## config.mk

```make
export PLATFORM = sky130hd
export DESIGN_NAME = dac_control_logic
export DESIGN_NICKNAME = d
export VERILOG_FILES = /design/src/dac_pkg.sv /design/src/dac_ctl_if.sv /design/src/dac_control_logic.sv /design/src/dac_sequencer.sv
export SDC_FILE = /design/constraint.sdc
export NUM_CORES = 1
export LEC_CHECK = 0
export BUFFER_PORTS_ARGS = -buffer_cell sky130_fd_sc_hd__buf_2
export CORE_UTILIZATION = 51
export CTS_CLUSTER_SIZE = 16
export DETAILED_ROUTE_END_ITERATION = 10
export GPL_TIMING_DRIVEN = 0
export PLACE_DENSITY = 0.87
export SLEW_MARGIN = 20
export SYNTH_ARGS = -nofsm -noshare
export SYNTH_HDL_FRONTEND = slang
export SYNTH_SLANG_ARGS = --single-unit
```

## constraint.sdc

```tcl
create_clock -name MCLK -period 3.8 [get_ports MCLK]
set_input_delay 0 -clock MCLK [delete_from_list [all_inputs] [get_ports MCLK]]
set_output_delay 0 -clock MCLK [all_outputs]
set_load 0.02 [all_outputs]
```

## src/dac_pkg.sv

```systemverilog
// Shared constants for the converter control block: register indexes,
// field positions, reset values, sequencer states and timing.
// Assumes a Wishbone byte address in which each register takes one word.
package dac_pkg;

  // Register indexes; byte address is four times the index
  localparam logic [3:0] IDX_CONTROL = 4'h0;
  localparam logic [3:0] IDX_CODE    = 4'h2;
  localparam logic [3:0] IDX_STATUS  = 4'h3;

  // Control register fields
  localparam int CTL_ON_BIT      = 0;
  localparam int CTL_BUF_BIT     = 6;
  localparam int CTL_STDBY_BIT   = 7;
  localparam logic [7:0] CTL_RESET  = 8'h00;
  localparam logic [7:0] CTL_MASK   = 8'hC1;

  // Code register fields: two low bits in 7:6, eight high bits in 15:8
  localparam int CODE_W          = 10;
  localparam int CODE_LO_POS     = 6;
  localparam int CODE_HI_POS     = 8;
  localparam logic [15:0] CODE_RESET = 16'h0000;
  localparam logic [15:0] CODE_MASK  = 16'hFFC0;

  // Status register fields
  localparam int ST_CORE_BIT     = 0;
  localparam int ST_BUF_BIT      = 1;
  localparam int ST_READY_BIT    = 2;
  localparam int ST_WARM_BIT     = 3;

  // Timing
  localparam int CLK_PERIOD_PS   = 4000;
  localparam int STARTUP_NS_DEF  = 1000;

  // Sequencer states, one-hot
  typedef enum logic [2:0] {
    SEQ_OFF  = 3'b001,
    SEQ_WARM = 3'b010,
    SEQ_RUN  = 3'b100
  } seq_state_e;

endpackage

```

## src/dac_ctl_if.sv

```systemverilog
// Carrier between the register front end and the power sequencer.
// Assumes both ends run on the same clock.
`timescale 1ns/1ps
`default_nettype none
interface dac_ctl_if;
  import dac_pkg::*;
  logic              conv_on;      // Converter on bit
  logic              buf_bit;      // Output buffer bit
  logic              stdby_run;    // Standby run bit
  logic              standby;      // Synchronised standby sleep
  logic              powerdown;    // Synchronised power-down sleep
  logic              hi_written;   // High byte of code written, pulse
  logic [CODE_W-1:0] code;         // Stored code
  logic              core_on;      // Converter powered
  logic              buf_on;       // Output buffer powered
  logic              warming;      // Start-up interval running
  logic              ready;        // Output available internally

  modport regs (output conv_on, buf_bit, stdby_run, standby, powerdown,
                output hi_written, code,
                input  core_on, buf_on, warming, ready);
  modport seq  (input  conv_on, buf_bit, stdby_run, standby, powerdown,
                input  hi_written, code,
                output core_on, buf_on, warming, ready);
endinterface
`default_nettype wire

```

## src/dac_control_logic.sv

```systemverilog
// Top of the converter control block: classic Wishbone register slave,
// sleep request synchronisers and the outputs to the analog core.
// Assumes a Wishbone master on MCLK and sleep requests from any domain.
//
// The Wishbone interface to the registers was left to the implementer.
`timescale 1ns/1ps
`default_nettype none
module dac_control_logic #(
  parameter int ADR_W      = 8,                       // Byte address width
  parameter int STARTUP_NS = dac_pkg::STARTUP_NS_DEF  // Start-up time
) (
  input  wire logic             MCLK,                 // Peripheral clock
  input  wire logic             RESET,                // Sync reset, high
  input  wire logic [ADR_W-1:0] WB_ADR_I,             // Byte address
  input  wire logic [31:0]      WB_DAT_I,             // Write data
  output logic      [31:0]      WB_DAT_O,             // Read data
  input  wire logic [3:0]       WB_SEL_I,             // Byte lanes
  input  wire logic             WB_WE_I,              // Write strobe
  input  wire logic             WB_STB_I,             // Strobe
  input  wire logic             WB_CYC_I,             // Cycle
  output logic                  WB_ACK_O,             // Acknowledge
  output logic                  WB_ERR_O,             // Unmapped access
  input  wire logic             STANDBY_REQ,          // Standby sleep
  input  wire logic             POWERDOWN_REQ,        // Power-down sleep
  output logic                  CORE_ON,              // Converter power
  output logic                  BUFFER_ON,            // Pin buffer power
  output logic                  INTERNAL_READY,       // Output usable
  output logic [dac_pkg::CODE_W-1:0] CODE_OUT,        // Code to core
  output logic                  CONV_START            // Conversion pulse
);
  import dac_pkg::*;

  // Start-up interval in cycles, least time so rounded up
  localparam int WARM_CYCLES_RAW =
    (STARTUP_NS * 1000 + CLK_PERIOD_PS - 1) / CLK_PERIOD_PS;
  localparam int WARM_CYCLES =
    (WARM_CYCLES_RAW < 1) ? 1 : WARM_CYCLES_RAW;

  initial begin
    if (ADR_W < 4)
      $error("ADR_W must reach the highest register word");
    if (STARTUP_NS < 0)
      $error("STARTUP_NS must not be negative");
  end

  ////////////////////////////////////////////////////////////////////////
  // Decode helpers

  // Word index of a byte address; the two low bits select a byte lane
  // and are ignored, since each register sits in one aligned word
  function automatic logic [3:0] word_index(input logic [ADR_W-1:0] a);
    logic [ADR_W-1:0] w;
    w = a >> 2;
    word_index = w[3:0];
  endfunction

  // True when the upper address bits are clear and the index is mapped
  function automatic logic is_mapped(input logic [ADR_W-1:0] a);
    logic [ADR_W-1:0] w;
    logic [3:0]       i;
    w = a >> 2;
    i = w[3:0];
    is_mapped = ((w >> 4) == '0) &&
                (i == IDX_CONTROL || i == IDX_CODE || i == IDX_STATUS);
  endfunction

  // Split code register into the ten-bit converter code
  function automatic logic [CODE_W-1:0] pack_code(input logic [15:0] r);
    pack_code = {r[15:CODE_HI_POS], r[CODE_HI_POS-1:CODE_LO_POS]};
  endfunction

  ////////////////////////////////////////////////////////////////////////
  // Declarations

  dac_ctl_if         ctl ();
  logic [7:0]        control;
  logic [15:0]       code_reg;
  logic [7:0]        status;
  logic              req;
  logic              commit;
  logic [3:0]        req_idx;
  logic              req_ok;
  logic [1:0]        stdby_sync;
  logic [1:0]        pdown_sync;
  logic              hi_pulse;

  ////////////////////////////////////////////////////////////////////////
  // Wishbone request decode

  // A request is live while cycle and strobe are both high
  assign req     = WB_CYC_I && WB_STB_I;
  assign req_idx = word_index(WB_ADR_I);
  assign req_ok  = is_mapped(WB_ADR_I);

  // A write takes effect at the edge where the master sees ack,
  // so a held write is applied exactly once
  assign commit  = req && WB_WE_I && WB_ACK_O;

  // Answer one cycle after the request appears and drop it the next
  // cycle, which leaves a gap for the master to release the request
  always_ff @(posedge MCLK) begin
    if (RESET) begin
      WB_ACK_O <= 1'b0;
      WB_ERR_O <= 1'b0;
    end else begin
      WB_ACK_O <= req && req_ok && !WB_ACK_O && !WB_ERR_O;
      WB_ERR_O <= req && !req_ok && !WB_ACK_O && !WB_ERR_O;
    end
  end

  ////////////////////////////////////////////////////////////////////////
  // Control register

  // Only the three defined bits store; the rest stay zero
  always_ff @(posedge MCLK) begin
    if (RESET)
      control <= CTL_RESET;
    else if (commit && req_idx == IDX_CONTROL && WB_SEL_I[0])
      control <= WB_DAT_I[7:0] & CTL_MASK;
  end

  ////////////////////////////////////////////////////////////////////////
  // Code register, written byte by byte

  // Low byte keeps only its two code bits and starts nothing
  always_ff @(posedge MCLK) begin
    if (RESET)
      code_reg[7:0] <= CODE_RESET[7:0];
    else if (commit && req_idx == IDX_CODE && WB_SEL_I[0])
      code_reg[7:0] <= WB_DAT_I[7:0] & CODE_MASK[7:0];
  end

  // High byte holds the eight upper code bits
  always_ff @(posedge MCLK) begin
    if (RESET)
      code_reg[15:8] <= CODE_RESET[15:8];
    else if (commit && req_idx == IDX_CODE && WB_SEL_I[1])
      code_reg[15:8] <= WB_DAT_I[15:8];
  end

  // A high byte write marks the code complete; a word write of both
  // lanes lands both halves in the same cycle, so the pair stays whole
  always_ff @(posedge MCLK) begin
    if (RESET)
      hi_pulse <= 1'b0;
    else
      hi_pulse <= commit && req_idx == IDX_CODE && WB_SEL_I[1];
  end

  ////////////////////////////////////////////////////////////////////////
  // Status register: live view of the sequencer

  always_comb begin
    status               = 8'h00;
    status[ST_CORE_BIT]  = ctl.core_on;
    status[ST_BUF_BIT]   = ctl.buf_on;
    status[ST_READY_BIT] = ctl.ready;
    status[ST_WARM_BIT]  = ctl.warming;
  end

  ////////////////////////////////////////////////////////////////////////
  // Read data, taken on the request edge so it stands with ack

  // Reserved and unused bits read as zero; an unmapped index reads zero, an address with upper bits set reads its aliased register
  always_ff @(posedge MCLK) begin
    if (RESET) begin
      WB_DAT_O <= 32'h0000_0000;
    end else if (req && !WB_WE_I && !WB_ACK_O && !WB_ERR_O) begin
      case (req_idx)
        IDX_CONTROL: WB_DAT_O <= {24'h00_0000, control};
        IDX_CODE:    WB_DAT_O <= {16'h0000, code_reg};
        IDX_STATUS:  WB_DAT_O <= {24'h00_0000, status};
        default:     WB_DAT_O <= 32'h0000_0000;
      endcase
    end
  end

  ////////////////////////////////////////////////////////////////////////
  // Sleep request synchronisers

  // Sleep requests come from the power manager in another domain; the
  // first stage feeds only the second
  always_ff @(posedge MCLK) begin
    if (RESET) begin
      stdby_sync <= 2'b00;
      pdown_sync <= 2'b00;
    end else begin
      stdby_sync <= {stdby_sync[0], STANDBY_REQ};
      pdown_sync <= {pdown_sync[0], POWERDOWN_REQ};
    end
  end

  ////////////////////////////////////////////////////////////////////////
  // Connections to the sequencer

  // Software is expected to write a first code before turning on; the
  // stored code is what the first conversion takes either way
  assign ctl.conv_on    = control[CTL_ON_BIT];
  assign ctl.buf_bit    = control[CTL_BUF_BIT];
  assign ctl.stdby_run  = control[CTL_STDBY_BIT];
  assign ctl.standby    = stdby_sync[1];
  assign ctl.powerdown  = pdown_sync[1];
  assign ctl.hi_written = hi_pulse;
  assign ctl.code       = pack_code(code_reg);

  // Sequencer owns power, start-up and conversion timing
  dac_sequencer #(
    .WARM_CYCLES (WARM_CYCLES)
  ) u_seq (
    .clk      (MCLK),
    .rst      (RESET),
    .ctl      (ctl.seq),
    .code_out (CODE_OUT),
    .start    (CONV_START)
  );

  ////////////////////////////////////////////////////////////////////////
  // Power outputs to the analog core and the pin buffer

  // The pin's digital input must already be off when the buffer drives
  // it; that is left to software and the port logic
  assign CORE_ON        = ctl.core_on;
  assign BUFFER_ON      = ctl.buf_on;
  assign INTERNAL_READY = ctl.ready;

endmodule
`default_nettype wire

```

## src/dac_sequencer.sv

```systemverilog
// Power and conversion sequencer for the converter core and pin buffer.
// Assumes sleep requests are already synchronised to MCLK.
`timescale 1ns/1ps
`default_nettype none
module dac_sequencer #(
  parameter int WARM_CYCLES = 250                    // Start-up length
) (
  input  wire logic          clk,                    // Peripheral clock
  input  wire logic          rst,                    // Sync reset, high
  dac_ctl_if.seq             ctl,                    // Register side
  output logic [dac_pkg::CODE_W-1:0] code_out,       // Code to core
  output logic               start                   // Conversion pulse
);
  import dac_pkg::*;

  localparam int CNT_W = $clog2(WARM_CYCLES + 1);

  initial begin
    if (WARM_CYCLES < 1)
      $error("WARM_CYCLES must be at least one");
  end

  seq_state_e         state;
  seq_state_e         next_state;
  logic [CNT_W-1:0]   warm_cnt;
  logic               awake_ok;

  ////////////////////////////////////////////////////////////////////////
  // Power permission: standby stops only without standby run
  assign awake_ok = ctl.conv_on && !ctl.powerdown &&
                    !(ctl.standby && !ctl.stdby_run);

  // Next state
  always_comb begin
    next_state = state;
    case (state)
      SEQ_OFF:  if (awake_ok) next_state = SEQ_WARM;
      SEQ_WARM: begin
        if (!awake_ok)
          next_state = SEQ_OFF;
        else if (warm_cnt == CNT_W'(WARM_CYCLES - 1))
          next_state = SEQ_RUN;
      end
      SEQ_RUN:  if (!awake_ok) next_state = SEQ_OFF;
      default:  next_state = SEQ_OFF;
    endcase
  end

  // State register
  always_ff @(posedge clk) begin
    if (rst)
      state <= SEQ_OFF;
    else
      state <= next_state;
  end

  // Start-up counter, restarts on every power-up
  always_ff @(posedge clk) begin
    if (rst || state != SEQ_WARM)
      warm_cnt <= '0;
    else
      warm_cnt <= warm_cnt + CNT_W'(1);
  end

  ////////////////////////////////////////////////////////////////////////
  // Conversion: on entry to run the stored code is taken, so a code
  // written while off is converted once the core is up
  always_ff @(posedge clk) begin
    if (rst) begin
      code_out <= '0;
      start    <= 1'b0;
    end else if (state == SEQ_WARM && next_state == SEQ_RUN) begin
      code_out <= ctl.code;
      start    <= 1'b1;
    end else if (state == SEQ_RUN && next_state == SEQ_RUN &&
                 ctl.hi_written) begin
      code_out <= ctl.code;
      start    <= 1'b1;
    end else begin
      start    <= 1'b0;
    end
  end

  // Power outputs; the buffer follows its bit only while the core is up
  assign ctl.core_on = (state != SEQ_OFF);
  assign ctl.buf_on  = (state != SEQ_OFF) && ctl.buf_bit;
  assign ctl.warming = (state == SEQ_WARM);
  assign ctl.ready   = (state == SEQ_RUN);
endmodule
`default_nettype wire

```

# [Word-level counts from Yosys, hierarchy flattened]
# Index checks and enable logic that the tools add are counted.
[op_classes] muxes=10 n_addsub=1 eq_ne=9 reduce_logical=38
[op_table] operator="$pmux 16 s3" count=1
[op_table] operator="$logic_and 1x1->1" count=25
[op_table] operator="$mux 10" count=2
[op_table] operator="$mux 3" count=4
[op_table] operator="$pmux 3 s3" count=1
[op_table] operator="$add 8x1->8 const B" count=1
[op_table] operator="$eq 4x2->1 const B" count=2
[op_table] operator="$eq 8x8->1 const B" count=1
[op_table] operator="$logic_not 8->1" count=1
[op_table] operator="$logic_not 1->1" count=7
[op_table] operator="$eq 3x3->1 const B" count=2
[op_table] operator="$logic_not 4->1" count=1
[op_table] operator="$eq 3x1->1 const B" count=1
[op_table] operator="$eq 3x2->1 const B" count=1
[op_table] operator="$logic_or 1x1->1" count=3
[op_table] operator="$ne 3x1->1 const B" count=1
[op_table] operator="$ne 3x2->1 const B" count=1
[op_table] operator="$mux 1" count=2
[op_table] operator="$reduce_bool 2->1" count=1
[word_totals] wordCells=71 ff_bits=74 input_bits=51 out_inout_bits=48

# [Depth between registers and ports, before layout]
# Gate-level depths: netlist of the first run.
[depth] depth_word=11 depth_mapped=7 mapped_depth_nobuf=6

# [Hierarchy]
# From an unflattened synthesis of the first run, not the netlist that was laid out.
[hier_totals] cells_unflattened=274 hier_area_um2=2561.2
[modules_own_cells] module="dac_control_logic" seq_area_each_um2=680.7 area_each_um2=1577.8 instances=1 cells_each=172
[modules_own_cells] module="dac_sequencer" seq_area_each_um2=440.4 area_each_um2=983.4 instances=1 cells_each=102

# [Least setup slack after synthesis of the first run]
# Ideal clock, no wire load.
[synth_timing] path_type="reg2reg" start="reg u_seq.state[2]" end="reg u_seq.code_out[0] in the netlist's numbering" arrival_time_ns=1.464 synth_period_minus_slack_ns=1.536 required_time_ns=3.728 setup_ns=0.072 path_slack_ns=2.264 stages_incl_launch_ff=6 n_path_buf=1 path_cell_list="dfxtp_1 > nor3b_2 > o21ai_1 > a21oi_1 > buf_4 > mux2i_1"
[synth_via] elab_cells_between_ends=14 classes_between="4 x eq/ne; 6 x mux; 4 x reduce/logical"
[synth_lines] item="from (decl)" line_no="dac_sequencer.sv:23" text="seq_state_e state;"
[synth_lines] item="from (signal assigned)" line_no="dac_sequencer.sv:54" text="state <= next_state;"
[synth_lines] item="$eq 3x3->1 (*)"
[synth_lines] item="net INTERNAL_READY" line_no="dac_control_logic.sv:27" text="output logic INTERNAL_READY,"
[synth_lines] item="$pmux 3 s3" line_no="dac_sequencer.sv:36" text="case (state)"
[synth_lines] item="$eq 3x3->1" line_no="dac_sequencer.sv:72, dac_sequencer.sv:75"
[synth_lines] item="$logic_and 1x1->1 (2 in series)" line_no="dac_sequencer.sv:75" text="end else if (state == SEQ_RUN && next_state == SEQ_RUN &&"
[synth_lines] item="$reduce_bool 2->1 (no source line)"
[synth_lines] item="to (signal assigned)" line_no="dac_sequencer.sv:73" text="code_out <= ctl.code;"
[synth_lines] item="to (signal assigned)" line_no="dac_sequencer.sv:77" text="code_out <= ctl.code;"
[synth_lines] item="to (decl)" line_no="dac_sequencer.sv:11" text="output logic [dac_pkg::CODE_W-1:0] code_out,"
# The timed path passes the listed nets; every way through them passes the cells marked *.
# A chain may end at the register's enable or synchronous reset.

# [Worst setup path after layout of the first run]
[layout_timing] start="reg u_seq.state[1]" end="reg u_seq.code_out[1] in the netlist's numbering"
[layout_via] elab_chain_len=7 elab_cells_between_ends=14 classes_between="4 x eq/ne; 6 x mux; 4 x reduce/logical"
[layout_rtl] item="$mux 3" line_no="dac_sequencer.sv:41" text="else if (warm_cnt == CNT_W'(WARM_CYCLES - 1))"
[layout_rtl] item="$mux 3" line_no="dac_sequencer.sv:39" text="if (!awake_ok)"
[layout_rtl] item="$pmux 3 s3" line_no="dac_sequencer.sv:36"
[layout_rtl] item="$eq 3x3->1" line_no="dac_sequencer.sv:72, dac_sequencer.sv:75"
[layout_rtl] item="$logic_and 1x1->1 (2 in series)" line_no="dac_sequencer.sv:75"
[layout_rtl] item="$reduce_bool 2->1 (no source line)"
# Several ways; a longest one is shown, not always the timed one.

==> flow_summary.yaml, run 1 <==
detailed_routing:
  routed_wl_um: 5090
  firstDrtPassIters: 7
  antenna_left: 0
  wire_per_inst_um: 12.6
  drtIter0Drc: 114
  drc: 12
  vias: 2014
  via_per_inst: 4.97
floorplanning:
  start_util: 0.542
  die_h_um: 70.7
  die_w_um: 70.7
  ios: 99
  dieArea_mm2: 0.00500
  fp.coreArea_mm2: 0.00444
  placementRows: 24
finish:
  layout-drive-gt1-share: 0.252
  area.growth.synth_to_final_pct: 27.3
  nNetsFinal: 405
  fillCellCount: 347
  antenna_cells: 0
  largest_reg_flops: 14
  fin_area_mm2: 0.00307
worst_setup_path:
  crit_path_start: "u_seq.state[1]"
  endpoint_kind: "flop"
  crit_end: "u_seq.code_out[1]"
  reg2reg_slack_ns: 2.18
  crit_path_start_kind: "flop"
  regToRegStartpoint: "u_seq.state[1]"
  crit_arrival_ns: 1.86
  r2r_end: "u_seq.code_out[1]"
  cp_max_fo: 10
  cp.required_ns: 4.04
  worstSetupPathType: "flop to flop"
  r2r_cells: 5
synth:
  yosys_register_bits: 56
  netlist_area_mm2: 0.00241
  synth_cell_type_count: 37
  yosys_warnings: 0
  yosysSeqAreaShare: 0.465
  avgSynthCellArea_um2: 9.30
  synthCells: 259
place:
  hpwl_um: 3650
  portBuffers: 54
  place_congestion: 0.805
  place_area_mm2: 0.00281
sta:
  tightest_slew_ns: 0.651
  relSlewSlack: 0.565
  finalHoldViolCount: 0
  slew_viol_final: 0
  fin_tns_setup_ns: 0
  rsz0062_at_grt: "no"
  timing.fmax_ghz: 0.617
  skew_ns: 0.00814
  finalCritPeriodShare: 0.426
  finalCriticalPeriod_ns: 1.62
  setup_violations: 0
global_route:
  track_usage: 0.209
  grt_pass1_wl_um: 8200
  grt_start_max_net_pins: 17
  antenna_found_initial: 0
  grt_pass1_vias: 1894
  overflow: 0
pwr:
  irDropWorstVdd_uv: 286
  p_per_area_mw_per_mm2: 346
  p_leak_nw: 1.38
clocking:
  cts-htree-levels: 2
  cts_tree: "built"
  cts_sinks: 56
  cts_inserted_buffers: 5
  clkTransAtPathRegs_ns: 0.09
  clock_latency_ns: 0.31
  cts_resized: 0
  cts-root-buf: "clkbuf_8"
  cts_max_path_buffers: 2
hold_path:
  hold_path_class: "input port to flop"
  min_path_cells: 4
status:
  status: "complete, but fails checks"
  violations: "DRC"
run:
  drv_cap: 0
## synthesized netlist by cell type, drive strengths merged
library cell | instances | area share
a31oi | 1 | 0.0026
nor4b | 1 | 0.0099
or3 | 6 | 0.016
nand2b | 24 | 0.062
and3 | 1 | 0.0026
and4 | 2 | 0.0073
and2 | 1 | 0.0031
nor2b | 8 | 0.021
or2b | 1 | 0.0031
o2bb2ai | 1 | 0.0036
nand2 | 18 | 0.028
dfxtp | 56 | 0.47
a21oi | 18 | 0.037
inv | 2 | 0.0031
and3b | 1 | 0.0036
nor3 | 3 | 0.0062
o21ai | 3 | 0.0062
clkbuf | 7 | 0.011
nand3 | 17 | 0.037
nor4 | 1 | 0.0026
nor2 | 24 | 0.037
buf | 23 | 0.071
conb | 1 | 0.0016
xnor2 | 1 | 0.0036
xor2 | 3 | 0.011
mux2i | 25 | 0.10
ha | 2 | 0.010
nand4 | 3 | 0.0078
nand3b | 1 | 0.0031
nor3b | 3 | 0.014
and4bb | 1 | 0.0052
## cell type report
cell class,count,area (µm²),area share
buffer,30,196,0.0641
clock buffer,6,72.6,0.0237
clock inverter,2,35.0,0.0114
inverter,2,7.51,0.00245
multi-input combinational,188,1150,0.374
sequential,56,1120,0.366
tap,52,65.1,0.0212
timing repair buffer,69,420,0.137
## how the worst min path moves through the flow
| stage | from | endpoint | slack (ns) |
|---|---|---|---|
| floorplan | POWERDOWN_REQ | pdown_sync[0] | 0.13 |
| global placement | POWERDOWN_REQ | pdown_sync[0] | 0.21 |
| detailed placement | POWERDOWN_REQ | pdown_sync[0] | 0.22 |
| CTS | WB_WE_I | WB_DAT_O[1] | 0.04 |
| global route | WB_SEL_I[1] | ctl.hi_written | 0.09 |
| finish | WB_WE_I | WB_DAT_O[1] | 0.06 |
## repair_timing
action,CTS,global route
hold buffers,15,0
setup buffers,0,0
endpoints found under the hold margin,16,0
endpoints found under the setup margin,0,0
## cell usage in the layout, fill, tap and decap left out, types with 2 or more instances in the layout
cell | synthesis | layout
mux2i_1 | 25 | 25
nand4_1 | 3 | 3
dlygate4sd3_1 | 0 | 15
buf_4 | 20 | 20
inv_1 | 2 | 2
buf_2 | 1 | 55
nor2b_1 | 8 | 8
dfxtp_1 | 56 | 56
nand3_1 | 16 | 16
and4_1 | 2 | 2
nand2b_1 | 24 | 24
ha_1 | 2 | 2
nor3b_2 | 2 | 2
nand2_1 | 18 | 18
xor2_1 | 3 | 3
clkbuf_8 | 0 | 5
a21oi_1 | 18 | 18
nor2_1 | 24 | 24
clkbuf_1 | 7 | 8
conb_1 | 1 | 18
or3_1 | 6 | 6
nor3_1 | 3 | 3
o21ai_0 | 2 | 2
## worst max-delay path, stage by stage (launching register included)
cell	delay [ns]
dfxtp_1	0.37
nor3b_2	0.41
nand3_1	0.12
a21oi_1	0.19
buf_4	0.24
mux2i_1	0.21
## cells by family after synthesis
| kind of cell | share of synthesized area |
|---|---|
| AND/OR/NAND/NOR | 0.270 |
| flip-flops | 0.465 |
| buffers and inverters | 0.0847 |
| multiplexers | 0.104 |
| AO/OA/AOI/OAI | 0.0499 |
| XOR/XNOR | 0.0145 |
| adder cells (fa/ha/maj) | 0.0104 |
| other | 0.00156 |
## per-layer routing
| metal | track usage | up-vias | wire length (µm) |
|---|---|---|---|
| met5 | 0 | - | 0 |
| met4 | 0.0822 | 0 | 71 |
| met3 | 0.0556 | 7 | 259 |
| met2 | 0.373 | 59 | 2660 |
| met1 | 0.239 | 925 | 2100 |
| li1 | - | 1023 | - |
## where the power goes
part           internal (mW)  switching (mW)
clock                  0.196           0.184
sequential             0.589        0.000606
combinational         0.0430          0.0474
total                  0.827           0.232
## stage by stage
step	std cells	hold slack, ns	total power [mW]	setup WS [ns]	utilization
after floorplan	276	0.128	0.656	2.26	-
after global placement	382	0.211	0.678	2.24	0.632
after detailed placement	382	0.218	0.680	2.20	0.632
after CTS	405	0.0404	1.07	2.17	0.690
after global routing	405	0.0949	1.09	2.02	0.690
final	405	0.0631	1.06	2.18	0.690
(Power assumes the default switching activity.)
==> inputs of run 2 (changes only) <==
--- a/config.mk
+++ b/config.mk
@@ -6,11 +6,11 @@
 export NUM_CORES = 1
 export LEC_CHECK = 0
 export BUFFER_PORTS_ARGS = -buffer_cell sky130_fd_sc_hd__buf_2
-export CORE_UTILIZATION = 51
+export CORE_UTILIZATION = 48
 export CTS_CLUSTER_SIZE = 16
 export DETAILED_ROUTE_END_ITERATION = 10
 export GPL_TIMING_DRIVEN = 0
-export PLACE_DENSITY = 0.87
+export PLACE_DENSITY = 0.83
 export SLEW_MARGIN = 20
 export SYNTH_ARGS = -nofsm -noshare
 export SYNTH_HDL_FRONTEND = slang
==> constraint.sdc (replaced) <==
create_clock -name MCLK -period 1.5 [get_ports MCLK]
set_input_delay 0 -clock MCLK [delete_from_list [all_inputs] [get_ports MCLK]]
set_output_delay 0 -clock MCLK [all_outputs]
set_load 0.02 [all_outputs]
==> flow_summary.yaml, run 2 (synthesis gave the netlist of run 1 again) <==
detailed_routing:
  drc: 0
  wire_per_inst_um: 12.3
  via_per_inst: 4.76
  routed_wl_um: 5260
  firstDrtPassIters: 4
  drtIter0Drc: 46
  antenna_left: 0
  vias: 2038
sta:
  relSlewSlack: 0.615
  skew_ns: 0.0104
  finalHoldViolCount: 0
  rsz0062_at_grt: "yes"
  fin_hold_ws_ns: 0.0660
  tightest_slew_ns: 0.575
  timing.fmax_ghz: 0.675
  finalCriticalPeriod_ns: 1.48
  finalCritPeriodShare: 0.987
  setup_violations: 0
  slew_viol_final: 0
clocking:
  cts_tree: "built"
  clkTransAtPathRegs_ns: 0.10
  cts_sinks: 56
  cts-root-buf: "clkbuf_8"
  cts_max_path_buffers: 2
  cts-htree-levels: 2
  cts_inserted_buffers: 5
  clock_latency_ns: 0.31
finish:
  fillCellCount: 403
  antenna_cells: 0
  final_common_cell: "buf_2"
  most-common-layout-cells: "54 x buf_2, 52 x dfxtp_1, 27 x buf_4"
  area.growth.synth_to_final_pct: 32.9
  multi_input_area_mm2: 0.00120
  final_util: 0.669
  fin_cells: 428
  seq_area_mm2: 0.00113
  layout-drive-gt1-share: 0.305
  nNetsFinal: 413
  largest_reg_flops: 14
worst_setup_path:
  r2r_end: "u_seq.code_out[9]"
  worstSetupPathType: "flop to flop"
  endpoint_kind: "flop"
  crit_chain: "nor3b_4, o21ai_1, a21oi_4, buf_4, mux2i_1"
  critPathTopFamily: "flip-flops"
  max_stage_delay_ns: 0.38
  cp_max_fo: 5
  regToRegStartpoint: "u_seq.state[2]"
  cp.required_ns: 1.74
  crit_arrival_ns: 1.73
  reg2reg_slack_ns: 0.02
  crit_path_start_kind: "flop"
  r2r_cells: 5
  cp.buffers_inverters: 1
  cpMaxStageDelayCell: "dfxtp_2"
hold_path:
  hold_path_class: "input port to flop"
  holdCritStartpoint: "WB_WE_I"
  min_path_cells: 4
  holdPathEnd: "WB_DAT_O[1]"
pwr:
  p_leak_nw: 1.42
  irDropWorstVdd_uv: 670
  p_per_area_mw_per_mm2: 792
floorplanning:
  ios: 99
  die_w_um: 72.8
  fp.coreArea_mm2: 0.00479
  dieArea_mm2: 0.00530
  placementRows: 25
  start_util: 0.503
  die_h_um: 72.8
place:
  place_congestion: 0.803
  hpwl_um: 3600
  portBuffers: 54
  place_inst: 397
global_route:
  track_usage: 0.211
  grt_pass1_vias: 1987
  antenna_found_initial: 0
  grt_start_max_net_pins: 18
  grt_pass1_wl_um: 8570
  overflow: 0
run:
  drv_cap: 0
status:
  status: "finished clean"
-- run 2: changes by cell type in the layout (fill, tap and decap cells not counted), sizes merged --
cell / before / now
buf: 77 / 85
bufinv: 1 / 0
clkinvlp: 0 / 1
-- run 2: area by class of cell --
type                       count  share of cell area
buffer                        30              0.0649
clock inverter                 2             0.00508
timing repair buffer          77               0.150
sequential                    56               0.352
multi-input combinational    188               0.376
clock buffer                   6              0.0227
tap                           67              0.0262
inverter                       2             0.00234
-- run 2: stage by stage --
| step | power, mW | area [µm²] | setup TNS, ns | setup slack, ns |
|---|---|---|---|---|
| floorplan | 1.66 | 2480 | 0 | 0.0636 |
| global placement | 1.72 | 2830 | -1.06 | -0.114 |
| detailed placement | 1.72 | 2830 | -1.36 | -0.161 |
| CTS | 2.55 | 3110 | 0 | 0.0120 |
| global route | 2.65 | 3200 | -0.487 | -0.0605 |
| finish | 2.53 | 3200 | 0 | 0.0188 |
-- run 2: per-layer routing --
layer | routed length (µm) | GRT usage | vias to the layer above
met1 | 2180 | 0.240 | 936
met3 | 222 | 0.0456 | 11
met5 | 0 | 0 | -
li1 | - | - | 1039
met2 | 2770 | 0.385 | 52
met4 | 82 | 0.0806 | 0
-- run 2: worst max-delay path by stage --
stage | startpoint | to | slack (ns) | cells past startpoint
global route | u_seq.state[0] | u_seq.code_out[1] | -0.06 | 5
floorplan | u_seq.state[2] | u_seq.code_out[0] | 0.06 | 5
CTS | u_seq.warm_cnt[1] | u_seq.code_out[4] | 0.01 | 7
detailed placement | u_seq.state[1] | u_seq.code_out[4] | -0.16 | 5
global placement | u_seq.state[1] | u_seq.code_out[9] | -0.11 | 5
finish | u_seq.state[2] | u_seq.code_out[9] | 0.02 | 5
-- run 2: power breakdown --
part	switching (mW)	internal, mW	total [mW]
Sequential	0.00131	1.49	1.49
Clock	0.478	0.333	0.811
Combinational	0.120	0.112	0.232
-- run 2: timing repair --
item / in CTS / in global routing
pin swaps: 0 / 3
setup endpoints to repair: 16 / 22
hold buffers: 15 / 0
gates cloned: 0 / 1
hold endpoints to repair: 16 / 0
resized for setup: 8 / 15
setup buffers: 2 / 5
-- run 2: tightest hold or removal path: stages --
cell	delay, ns
buf_2	0.13
nor2b_4	0.05
nand4_1	0.08
a21oi_1	0.06
